File: config.mk
export PLATFORM = sky130hd
export DESIGN_NAME = sac_ctrl
export DESIGN_NICKNAME = d
export VERILOG_FILES = /design/src/sac_pkg.sv /design/src/sac_ctrl.sv /design/src/sac_pair_buf.sv
export SDC_FILE = /design/constraint.sdc
export NUM_CORES = 1
export LEC_CHECK = 0
export ABC_AREA = 0
export BUFFER_PORTS_ARGS = -buffer_cell sky130_fd_sc_hd__clkbuf_2
export CAP_MARGIN = 20
export CORE_MARGIN = 10
export CORE_UTILIZATION = 27
export DETAILED_ROUTE_END_ITERATION = 7
export SLEW_MARGIN = 30
export SYNTH_ARGS = -nofsm -noshare
export SYNTH_HDL_FRONTEND = slang
export SYNTH_SLANG_ARGS = --single-unit
File: constraint.sdc
create_clock -name sys_clk -period 4.8 [get_ports sys_clk]
set_input_delay 0.24 -clock sys_clk [delete_from_list [all_inputs] [get_ports sys_clk]]
set_output_delay 0.24 -clock sys_clk [all_outputs]
set_load 0.01 [all_outputs]
File: src/sac_pkg.sv
// Shared constants and types of the simultaneous-sampling converter control
package sac_pkg;

  // Sizes
  localparam int NUM_CH = 8;
  localparam int CH_W   = 3;
  localparam int DATA_W = 8;
  localparam int BUF_W  = CH_W + DATA_W;

  // Configuration byte fields
  localparam int F_ADDR_LO = 0;
  localparam int F_ADDR_HI = 2;
  localparam int F_SLEEP   = 3;
  localparam int F_HOLD    = 4;
  localparam int F_POL     = 5;
  localparam int F_PAIR    = 6;
  localparam int F_SINGLE  = 7;

  // Synchronised pin vector layout: {vss, mode level, mode open, cs_n, rd_n, wr_n, data}
  localparam int PIN_W    = 14;
  localparam int PIN_WR   = 8;
  localparam int PIN_RD   = 9;
  localparam int PIN_CS   = 10;
  localparam int PIN_OPEN = 11;
  localparam int PIN_LVL  = 12;
  localparam int PIN_VSS  = 13;
  localparam logic [PIN_W-1:0] PIN_IDLE = 14'h0F00;

  // Conversion step timing
  localparam int CLK_PERIOD_NS = 50;
  localparam int CONV_TIME_NS  = 3600;
  localparam int CONV_CYC      = (CONV_TIME_NS + CLK_PERIOD_NS - 1) / CLK_PERIOD_NS;
  localparam int TICK_W        = 7;
  localparam logic [TICK_W-1:0] TICK_ZERO = 7'h00;
  localparam logic [TICK_W-1:0] TICK_ONE  = 7'h01;
  localparam logic [TICK_W-1:0] CONV_LAST = TICK_W'(CONV_CYC - 1);

  // Masks and reset values
  localparam logic [NUM_CH-1:0]   CH_NONE      = 8'h00;
  localparam logic [NUM_CH-1:0]   CH_ALL       = 8'hFF;
  localparam logic [NUM_CH-1:0]   CH_ONE       = 8'h01;
  localparam logic [NUM_CH-1:0]   HW_SE_MASK   = 8'hFF;
  localparam logic [NUM_CH-1:0]   HW_PAIR_MASK = 8'h55;
  localparam logic [NUM_CH/2-1:0] POS_NONE     = 4'h0;
  localparam logic [CH_W-1:0]     ADDR_ZERO    = 3'h0;
  localparam logic [CH_W-1:0]     ADDR_ONE     = 3'h1;
  localparam logic [1:0]          ADDR_LO_MASK = 2'h3;
  localparam logic [DATA_W-1:0]   DATA_ZERO    = 8'h00;

  // Sequencer states, one-hot
  typedef enum logic [2:0] {
    ST_IDLE  = 3'h1,
    ST_STEP  = 3'h2,
    ST_DRAIN = 3'h4
  } sac_state_t;

endpackage

File: src/sac_ctrl.sv
// Strobe interface, configuration store, conversion sequencer and result RAM of the converter
`timescale 1ns/1ps
`default_nettype none
// What this block does
// - Read and write strobes count only while chip select is low.
// - Write rise loads configuration and may start; write fall samples inputs.
// - Busy is low for the whole conversion, high again afterwards.
// - Every input is sampled at once on each start, selected or not.
// - Each selected channel takes 3.6 us and its result goes into RAM.
// - Hard-wired mode: one write starts a full multi-channel conversion.
// - Programmed mode: channels loaded once, later starts convert all stored ones.
// - Each read presents RAM at the pointer, then steps the pointer.
// - Multi-channel conversions clear the read pointer on write fall; in programmed mode after a single write, on write rise.
// - Write with hold-off set loads the pointer without starting; then read.
// - Channel address picks the channel configured or converted, or RAM location.
// - Sleep bit selects power-down; configuration stays writable and kept.
// - Hold-off clear starts on write rise unless sleep is set; hold-off set blocks start only.
// - Polarity bit: 0 unipolar, 1 bipolar, for the addressed channel.
// - Pair bit: 0 single-ended, 1 differential, for the addressed channel.
// - Single bit clear converts all configured channels, read from lowest.
// - Single bit set converts only the addressed channel, one read returns it.
// - Channel choice acts now; polarity and pair settings one conversion later.
// - Open mode pin means programmed mode; strapped pins pick four fixed setups.
// - Data pins driven by the device only during reads.
// - Single-ended channel number follows the address, bit zero least significant.
// - Third address bit exists only on the eight-channel variant.
// - Hard-wired low mode: eight single-ended; high: four differential; data ignored.
// - Latest channel written as differential becomes the pair's positive input.
// - Channels convert lowest first; results are in RAM when busy rises.
// - A write with hold-off and sleep clear starts a conversion however many results were read.
module sac_ctrl
  import sac_pkg::*;
#(
  parameter bit EIGHT_CH = 1'b1
)
(
  // Clock and reset
  input  wire logic              sys_clk,
  input  wire logic              rst,
  // Host strobes
  input  wire logic              cs_n,
  input  wire logic              rd_n,
  input  wire logic              wr_n,
  // Shared data pins
  input  wire logic [DATA_W-1:0] data_in,
  output logic [DATA_W-1:0]      data_out,
  output logic                   data_oe,
  // Straps
  input  wire logic              mode_open,
  input  wire logic              mode_level,
  input  wire logic              vss_neg,
  // Converter core
  input  wire logic [DATA_W-1:0] adc_code,
  output logic                   sample_all,
  output logic [CH_W-1:0]        mux_channel,
  output logic                   mux_polarity,
  output logic                   mux_pair,
  output logic                   sleep,
  output logic                   busy_n
);
  localparam int STEP_DLY = CONV_CYC - 1;

  // Every pin crosses three stages; a level is accepted once stages two and three agree
  logic [PIN_W-1:0] pin_s1_r;
  logic [PIN_W-1:0] pin_s2_r;
  logic [PIN_W-1:0] pin_s3_r;
  logic [PIN_W-1:0] pin_lvl_r;
  logic             wr_prev_r;
  logic             rd_prev_r;

  always_ff @(posedge sys_clk or posedge rst)
  begin
    if (rst)
    begin
      pin_s1_r  <= PIN_IDLE;
      pin_s2_r  <= PIN_IDLE;
      pin_s3_r  <= PIN_IDLE;
      pin_lvl_r <= PIN_IDLE;
      wr_prev_r <= 1'b1;
      rd_prev_r <= 1'b1;
    end
    else
    begin
      pin_s1_r  <= {vss_neg, mode_level, mode_open, cs_n, rd_n, wr_n, data_in};
      pin_s2_r  <= pin_s1_r;
      pin_s3_r  <= pin_s2_r;
      pin_lvl_r <= (pin_s2_r & pin_s3_r) | (pin_lvl_r & (pin_s2_r ^ pin_s3_r));
      wr_prev_r <= pin_lvl_r[PIN_WR];
      rd_prev_r <= pin_lvl_r[PIN_RD];
    end
  end

  sac_state_t        state_r;
  logic              cs_lo;
  logic              io_mode;
  logic              wr_fall_ok;
  logic              wr_rise_ok;
  logic              rd_fall_ok;
  logic              rd_rise_ok;
  logic              rd_busy;
  logic [DATA_W-1:0] cfg;
  logic [CH_W-1:0]   cfg_addr;

  assign cs_lo      = ~pin_lvl_r[PIN_CS];
  assign wr_fall_ok = cs_lo && wr_prev_r && !pin_lvl_r[PIN_WR];
  assign wr_rise_ok = cs_lo && !wr_prev_r && pin_lvl_r[PIN_WR];
  assign rd_fall_ok = cs_lo && rd_prev_r && !pin_lvl_r[PIN_RD];
  assign rd_rise_ok = cs_lo && !rd_prev_r && pin_lvl_r[PIN_RD];
  assign rd_busy    = cs_lo && !pin_lvl_r[PIN_RD];
  assign io_mode    = pin_lvl_r[PIN_OPEN];
  assign cfg        = pin_lvl_r[DATA_W-1:0];
  // The four-channel variant has no third address bit
  assign cfg_addr   = cfg[F_ADDR_HI:F_ADDR_LO] & {EIGHT_CH, ADDR_LO_MASK};

  // Per-channel configuration store
  logic [NUM_CH-1:0]   pol_r;
  logic [NUM_CH-1:0]   pair_r;
  logic [NUM_CH-1:0]   sel_r;
  logic [NUM_CH-1:0]   sel_upd;
  logic [NUM_CH/2-1:0] pos_r;
  logic                single_r;

  always_comb
  begin
    sel_upd = sel_r;
    sel_upd[cfg_addr] = 1'b1;
    if (cfg[F_PAIR])
      sel_upd[cfg_addr ^ ADDR_ONE] = 1'b0;
  end

  always_ff @(posedge sys_clk or posedge rst)
  begin
    if (rst)
    begin
      pol_r    <= CH_NONE;
      pair_r   <= CH_NONE;
      sel_r    <= CH_NONE;
      pos_r    <= POS_NONE;
      single_r <= 1'b0;
      sleep    <= 1'b0;
    end
    else if (wr_rise_ok && io_mode)
    begin
      pol_r[cfg_addr]  <= cfg[F_POL];
      pair_r[cfg_addr] <= cfg[F_PAIR];
      if (cfg[F_PAIR])
        pos_r[cfg_addr[CH_W-1:1]] <= cfg_addr[0];
      sel_r    <= sel_upd;
      single_r <= cfg[F_SINGLE];
      sleep    <= cfg[F_SLEEP];
    end
  end

  // Start decision; hard-wired mode ignores the data pins
  logic              start_ok;
  logic [NUM_CH-1:0] start_mask;

  always_comb
  begin
    if (!io_mode)
      start_mask = pin_lvl_r[PIN_LVL] ? HW_PAIR_MASK : HW_SE_MASK;
    else if (cfg[F_SINGLE])
      start_mask = CH_ONE << cfg_addr;
    else
      start_mask = sel_upd;
  end

  // A write during a running conversion still updates the store but cannot restart it
  assign start_ok = wr_rise_ok && (state_r == ST_IDLE)
                    && (!io_mode || (!cfg[F_HOLD] && !cfg[F_SLEEP]));

  function automatic logic [CH_W-1:0] lowest_ch(input logic [NUM_CH-1:0] m);
    logic [CH_W-1:0] c;
    c = ADDR_ZERO;
    for (int i = NUM_CH - 1; i >= 0; i--)
      if (m[i])
        c = CH_W'(i);
    return c;
  endfunction

  // Sequencer
  logic [NUM_CH-1:0]   mask_r;
  logic [TICK_W-1:0]   tick_r;
  logic [NUM_CH-1:0]   act_pol_r;
  logic [NUM_CH-1:0]   act_pair_r;
  logic [NUM_CH/2-1:0] act_pos_r;
  logic [CH_W-1:0]     cur_ch;
  logic                push;
  logic                buf_in_ready;
  logic                buf_out_valid;
  logic [BUF_W-1:0]    buf_out_data;

  assign cur_ch = lowest_ch(mask_r);
  assign push   = (state_r == ST_STEP) && (tick_r == CONV_LAST);

  always_ff @(posedge sys_clk or posedge rst)
  begin
    if (rst)
    begin
      state_r    <= ST_IDLE;
      mask_r     <= CH_NONE;
      tick_r     <= TICK_ZERO;
      act_pol_r  <= CH_NONE;
      act_pair_r <= CH_NONE;
      act_pos_r  <= POS_NONE;
      busy_n     <= 1'b1;
    end
    else
    begin
      case (state_r)
        ST_IDLE:
          if (start_ok)
          begin
            state_r <= ST_STEP;
            mask_r  <= start_mask;
            tick_r  <= TICK_ZERO;
            busy_n  <= 1'b0;
            // Old settings are taken here, so new ones act one conversion later
            act_pol_r  <= io_mode ? pol_r : (pin_lvl_r[PIN_VSS] ? CH_ALL : CH_NONE);
            act_pair_r <= io_mode ? pair_r : (pin_lvl_r[PIN_LVL] ? HW_PAIR_MASK : CH_NONE);
            act_pos_r  <= io_mode ? pos_r : POS_NONE;
          end
        ST_STEP:
          if (!push)
            tick_r <= tick_r + TICK_ONE;
          else if (buf_in_ready)
          begin
            mask_r[cur_ch] <= 1'b0;
            tick_r <= TICK_ZERO;
            if (mask_r == (CH_ONE << cur_ch))
              state_r <= ST_DRAIN;
          end
        ST_DRAIN:
          if (!buf_out_valid)
          begin
            state_r <= ST_IDLE;
            busy_n  <= 1'b1;
          end
        default:
          state_r <= ST_IDLE;
      endcase
    end
  end

  // Converter core steering
  always_ff @(posedge sys_clk or posedge rst)
  begin
    if (rst)
    begin
      sample_all   <= 1'b0;
      mux_channel  <= ADDR_ZERO;
      mux_polarity <= 1'b0;
      mux_pair     <= 1'b0;
    end
    else
    begin
      sample_all   <= wr_fall_ok;
      mux_channel  <= act_pair_r[cur_ch] ? {cur_ch[CH_W-1:1], act_pos_r[cur_ch[CH_W-1:1]]} : cur_ch;
      mux_polarity <= act_pol_r[cur_ch];
      mux_pair     <= act_pair_r[cur_ch];
    end
  end

  // A host read owns the RAM port, so results wait in the buffer and the step stalls when it fills
  sac_pair_buf #(
    .W     (BUF_W),
    .DEPTH (2)
  ) u_buf (
    .sys_clk   (sys_clk),
    .rst       (rst),
    .in_valid  (push),
    .in_ready  (buf_in_ready),
    .in_data   ({cur_ch, adc_code}),
    .out_valid (buf_out_valid),
    .out_ready (!rd_busy),
    .out_data  (buf_out_data)
  );

  logic [DATA_W-1:0] ram_r [NUM_CH];
  logic [CH_W-1:0]   rd_addr_r;

  always_ff @(posedge sys_clk)
    if (buf_out_valid && !rd_busy)
      ram_r[buf_out_data[BUF_W-1:DATA_W]] <= buf_out_data[DATA_W-1:0];

  // Read port and RAM pointer
  always_ff @(posedge sys_clk or posedge rst)
  begin
    if (rst)
    begin
      rd_addr_r <= ADDR_ZERO;
      data_out  <= DATA_ZERO;
      data_oe   <= 1'b0;
    end
    else
    begin
      data_oe <= rd_busy;
      if (rd_fall_ok)
        data_out <= ram_r[rd_addr_r];
      if (wr_fall_ok && (!io_mode || !single_r))
        rd_addr_r <= ADDR_ZERO;
      else if (wr_rise_ok && io_mode)
        rd_addr_r <= (cfg[F_HOLD] || cfg[F_SINGLE]) ? cfg_addr : ADDR_ZERO;
      else if (rd_rise_ok)
        rd_addr_r <= rd_addr_r + ADDR_ONE;
    end
  end
endmodule
`default_nettype wire

File: src/sac_pair_buf.sv
// Two-entry valid/ready buffer between the converter steps and the result RAM
`timescale 1ns/1ps
`default_nettype none
module sac_pair_buf
#(
  parameter int W     = 11,
  parameter int DEPTH = 2
)
(
  // Clock and reset
  input  wire logic         sys_clk,
  input  wire logic         rst,
  // Filling side
  input  wire logic         in_valid,
  output logic              in_ready,
  input  wire logic [W-1:0] in_data,
  // Draining side
  output logic              out_valid,
  input  wire logic         out_ready,
  output logic [W-1:0]      out_data
);
  localparam int PW = (DEPTH > 1) ? $clog2(DEPTH) : 1;

  logic [W-1:0]  mem_r [DEPTH];
  logic [PW-1:0] wp_r;
  logic [PW-1:0] rp_r;
  logic [PW:0]   cnt_r;
  logic          push;
  logic          pop;

  assign in_ready  = cnt_r != (PW+1)'(DEPTH);
  assign out_valid = cnt_r != '0;
  assign out_data  = mem_r[rp_r];
  assign push      = in_valid && in_ready;
  assign pop       = out_valid && out_ready;

  always_ff @(posedge sys_clk)
    if (push)
      mem_r[wp_r] <= in_data;

  always_ff @(posedge sys_clk or posedge rst)
  begin
    if (rst)
    begin
      wp_r  <= '0;
      rp_r  <= '0;
      cnt_r <= '0;
    end
    else
    begin
      if (push)
        wp_r <= (wp_r == PW'(DEPTH - 1)) ? '0 : wp_r + PW'(1);
      if (pop)
        rp_r <= (rp_r == PW'(DEPTH - 1)) ? '0 : rp_r + PW'(1);
      cnt_r <= cnt_r + (PW+1)'(push) - (PW+1)'(pop);
    end
  end
endmodule
`default_nettype wire

==> impl_metrics.tcl <==
set metrics [dict create \
    r2r_setup_slack_ps 2260 \
    maxCapViolCount 0 \
    critical_path_arrival_ps 2670 \
    fill_cells 3445 \
    antenna_left 0 \
    grt_first_pass_wirelength_um 29900 \
    initial_core_util_pct 27.4 \
    cts_max_path_buffers 3 \
    synth_top_flop_cell "dfrtp_1" \
    num_rows 68 \
    port_buffers 40 \
    reg2reg_from "u_buf.rp_r" \
    final_cells 1191 \
    firstDrtPassIters 4 \
    grt_max_degree 109 \
    diodes 0 \
    routed_wl_um 18600 \
    path_delay_family "simple AND/OR/NAND/NOR gates" \
    drive_above_1_share_pct 21.7 \
    fmax_mhz 393 \
    ios 41 \
    synth_fp_nets 702 \
    die_w_um 207 \
    clock_latency_ps 510 \
    sw_frac_of_total_pct 27.3 \
    rsz0062_at_grt "false" \
    path_class "reg2reg" \
    synth_edf_count 86 \
    die_h_um 207 \
    cp-startpoint "u_buf.rp_r" \
    min_period_ps 2540 \
    critical-path-max-stage-delay_ps 750 \
    outcome "finished clean" \
    p_per_area_nw_per_um2 478 \
    p_switching_mw 1.44 \
    p_clk_share_pct 33.9 \
    cts.sinks 235 \
    worstPathRequired_ps 4930 \
    drtIter0Drc 289 \
    intPower_mw 3.84 \
    combPwrFrac_pct 16.8 \
    fin_nets 762 \
    gp_congestion 0.772 \
    yosys.cell_types.count 60 \
    setup_viol 0 \
    ys_async_sr_fraction_pct 63.4 \
    drc 0 \
    seq_area_frac_synth_pct 67.2 \
    htreeDepth 1 \
    dp_hpwl_um 12500 \
    register_area_um2 6340 \
    dp_cells 1127 \
    path_cells "mux2_2 > or3_1 > nor2_1" \
    multi_input_area_um2 2900 \
    route.detailed.vias_per_inst 4.49 \
    ys_ff_latch 235 \
    syn_area_um2 9430 \
    r2r_end "ram_r[6][2]" \
    cp_max_fo 18 \
    hold_violations 0 \
    reg2reg_depth 3 \
    fin_setup_tns_ps 0 \
    finalCritPeriodShare_pct 53.0 \
    cts_tree "yes" \
    cts_buffers 23 \
    syn_area_per_cell_um2 14.3 \
    core-area_um2 34500 \
    grt_antenna_before_repair 0 \
    critical_path_buf_inv_count 0 \
    synth_cells 660 \
    syn2layout_area_growth_pct 17.2 \
    irDropWorstVdd_mv 0.234 \
    relSlewSlack_pct 43.0 \
    yosysWarnings 0 \
    routedWlPerCell_um 15.6 \
    cp.depth 3 \
    critPathSlowestCell "dfrtp_1" \
    overflow 0 \
    hold_depth 0 \
    end_kind "flip-flop" \
    min_path_type "reg2reg" \
    min_from "pin_s1_r[2]" \
    worstMarginPinSlew_ps 855 \
    holdPathEnd "pin_s2_r[2]" \
    grt_pass1_vias 5595 \
    maxSlewViolCount 0 \
    dieArea_um2 42800 \
    pwr-share-seq_pct 49.3 \
    path_clk_slew_ps 60 \
    start_kind "flip-flop" \
    gr-usage-all-layers_pct 8.66 \
    dr_total_vias 5345 \
    cts_root_buffer "clkbuf_16" \
    finClkSkew_ps 13.6 \
    p_leak_nw 4.49 \
]
==> through the flow <==
step | util, % | worst slack [ps] | hold WS [ps] | area (um2) | power [mW]
6_report | 32.1 | 2260 | 348 | 11000 | 5.28
4_1_cts | 32.1 | 2220 | 351 | 11000 | 5.36
3_5_place_dp | 29.2 | 2260 | 337 | 10100 | 3.53
3_3_place_gp | 29.2 | 2020 | 333 | 10100 | 3.51
5_1_grt | 32.1 | 2160 | 356 | 11000 | 5.57
2_1_floorplan | - | 585 | 244 | 9430 | 3.30
==> worst max path at each step <==
stage	to	slack [ps]
floorplan	act_pair_r[0]	590
global placement	mask_r[2]	2020
detailed placement	ram_r[6][4]	2260
CTS	ram_r[6][2]	2220
global route	mask_r[2]	2160
finish	ram_r[6][2]	2260
==> registers in the layout (all words and copies together), names as in the netlist, 14 cells and up <==
| register | count |
|---|---|
| pin_s3_r | 14 |
| u_buf.mem_r | 22 |
| pin_s1_r | 14 |
| ram_r | 64 |
| pin_s2_r | 14 |
| pin_lvl_r | 14 |
==> logic make-up (layout without fill, tap and decap cells) <==
family,count (synthesis),count (layout),share of synthesized area (%)
adder cells (fa/ha/maj),18,18,2.39
buffers and inverters,41,117,2.14
XOR/XNOR,8,8,0.743
AO/OA/AOI/OAI,136,136,9.56
flip-flops,235,235,67.2
AND/OR/NAND/NOR,149,149,7.67
multiplexers,73,73,10.3
==> power groups by stage <==
| stage | combinational, mW | sequential, mW | clock (mW) |
|---|---|---|---|
| 2_1_floorplan | 0.778 | 2.52 | 0 |
| 3_3_place_gp | 0.873 | 2.64 | 0 |
| 3_5_place_dp | 0.889 | 2.64 | 0 |
| 4_1_cts | 0.907 | 2.61 | 1.84 |
| 5_1_grt | 0.995 | 2.64 | 1.94 |
| 6_report | 0.887 | 2.60 | 1.79 |
==> layout make-up <==
type	count	share of cell area, %
flip-flops and latches	235	57.4
multi-input cells	384	26.3
clock buffers	38	6.17
well taps	455	5.15
repair buffers	65	4.03
clock inverters	3	0.589
inverters	11	0.442
==> metal layers <==
layer	global-route usage, %	vias up	wire length [um]
li1	-	2539	-
met1	11.2	2687	8600
met2	14.4	83	8850
met3	1.78	36	758
met4	2.43	0	429
met5	0	-	0
==> layout by cell type, fill, tap and decap left out, types with 3 or more instances in the layout <==
| master | synthesis | final |
|---|---|---|
| o21ai_0 | 31 | 31 |
| and2_1 | 3 | 3 |
| nor2b_1 | 7 | 7 |
| nand3_1 | 6 | 6 |
| dfstp_2 | 20 | 20 |
| mux2i_1 | 26 | 26 |
| nand2b_1 | 4 | 4 |
| a31oi_1 | 5 | 5 |
| a22o_1 | 12 | 12 |
| mux2_2 | 31 | 31 |
| a21o_1 | 20 | 20 |
| clkbuf_16 | 0 | 23 |
| nand2_1 | 58 | 58 |
| a211oi_1 | 3 | 3 |
| nor4_1 | 4 | 4 |
| dfrtp_1 | 129 | 129 |
| ha_1 | 18 | 18 |
| dlygate4sd3_1 | 0 | 23 |
| clkbuf_8 | 0 | 5 |
| o31ai_1 | 4 | 4 |
| mux4_2 | 16 | 16 |
| edfxtp_1 | 86 | 86 |
| nor3_2 | 5 | 5 |
| nor3b_1 | 3 | 3 |
| clkbuf_1 | 17 | 10 |
| nor2_1 | 39 | 38 |
| a21oi_1 | 40 | 40 |
| inv_1 | 11 | 10 |
| xnor2_1 | 6 | 6 |
| clkbuf_2 | 0 | 40 |
| nor3_1 | 8 | 8 |
==> worst register-to-register path, cell delays in order (launching register included) <==
cell and delay (ps):
dfrtp_1 750, mux2_2 410, or3_1 380, nor2_1 620
==> repair_timing <==
item,in CTS,in global routing
hold buffers,23,0
setup buffers,0,0
hold endpoints to repair,121,0
resized for setup,0,0
==> cells in the mapped netlist, types with 3 or more instances <==
| master | number | share of area (%) |
|---|---|---|
| and2_1 | 3 | 0.20 |
| buf_6 | 3 | 0.36 |
| nor4_1 | 4 | 0.27 |
| buf_2 | 7 | 0.37 |
| clkbuf_1 | 17 | 0.68 |
| a21oi_1 | 40 | 2.1 |
| ha_1 | 18 | 2.4 |
| nand3_1 | 6 | 0.32 |
| nor3_2 | 5 | 0.53 |
| mux4_2 | 16 | 3.8 |
| o21ai_0 | 31 | 1.6 |
| a211oi_1 | 3 | 0.24 |
| dfrtp_1 | 129 | 34 |
| edfxtp_1 | 86 | 27 |
| dfstp_2 | 20 | 5.6 |
| a22o_1 | 12 | 1.1 |
| a21o_1 | 20 | 1.6 |
| inv_1 | 11 | 0.44 |
| nor2_1 | 39 | 1.6 |
| mux2i_1 | 26 | 2.8 |
| o31ai_1 | 4 | 0.32 |
| nor3_1 | 8 | 0.42 |
| xnor2_1 | 6 | 0.56 |
| mux2_2 | 31 | 3.7 |
| nor2b_1 | 7 | 0.46 |
| nand2_1 | 58 | 2.3 |
| a31oi_1 | 5 | 0.33 |
| nand2b_1 | 4 | 0.27 |
| nor3b_1 | 3 | 0.24 |
Power figures use the tool's default switching activity.
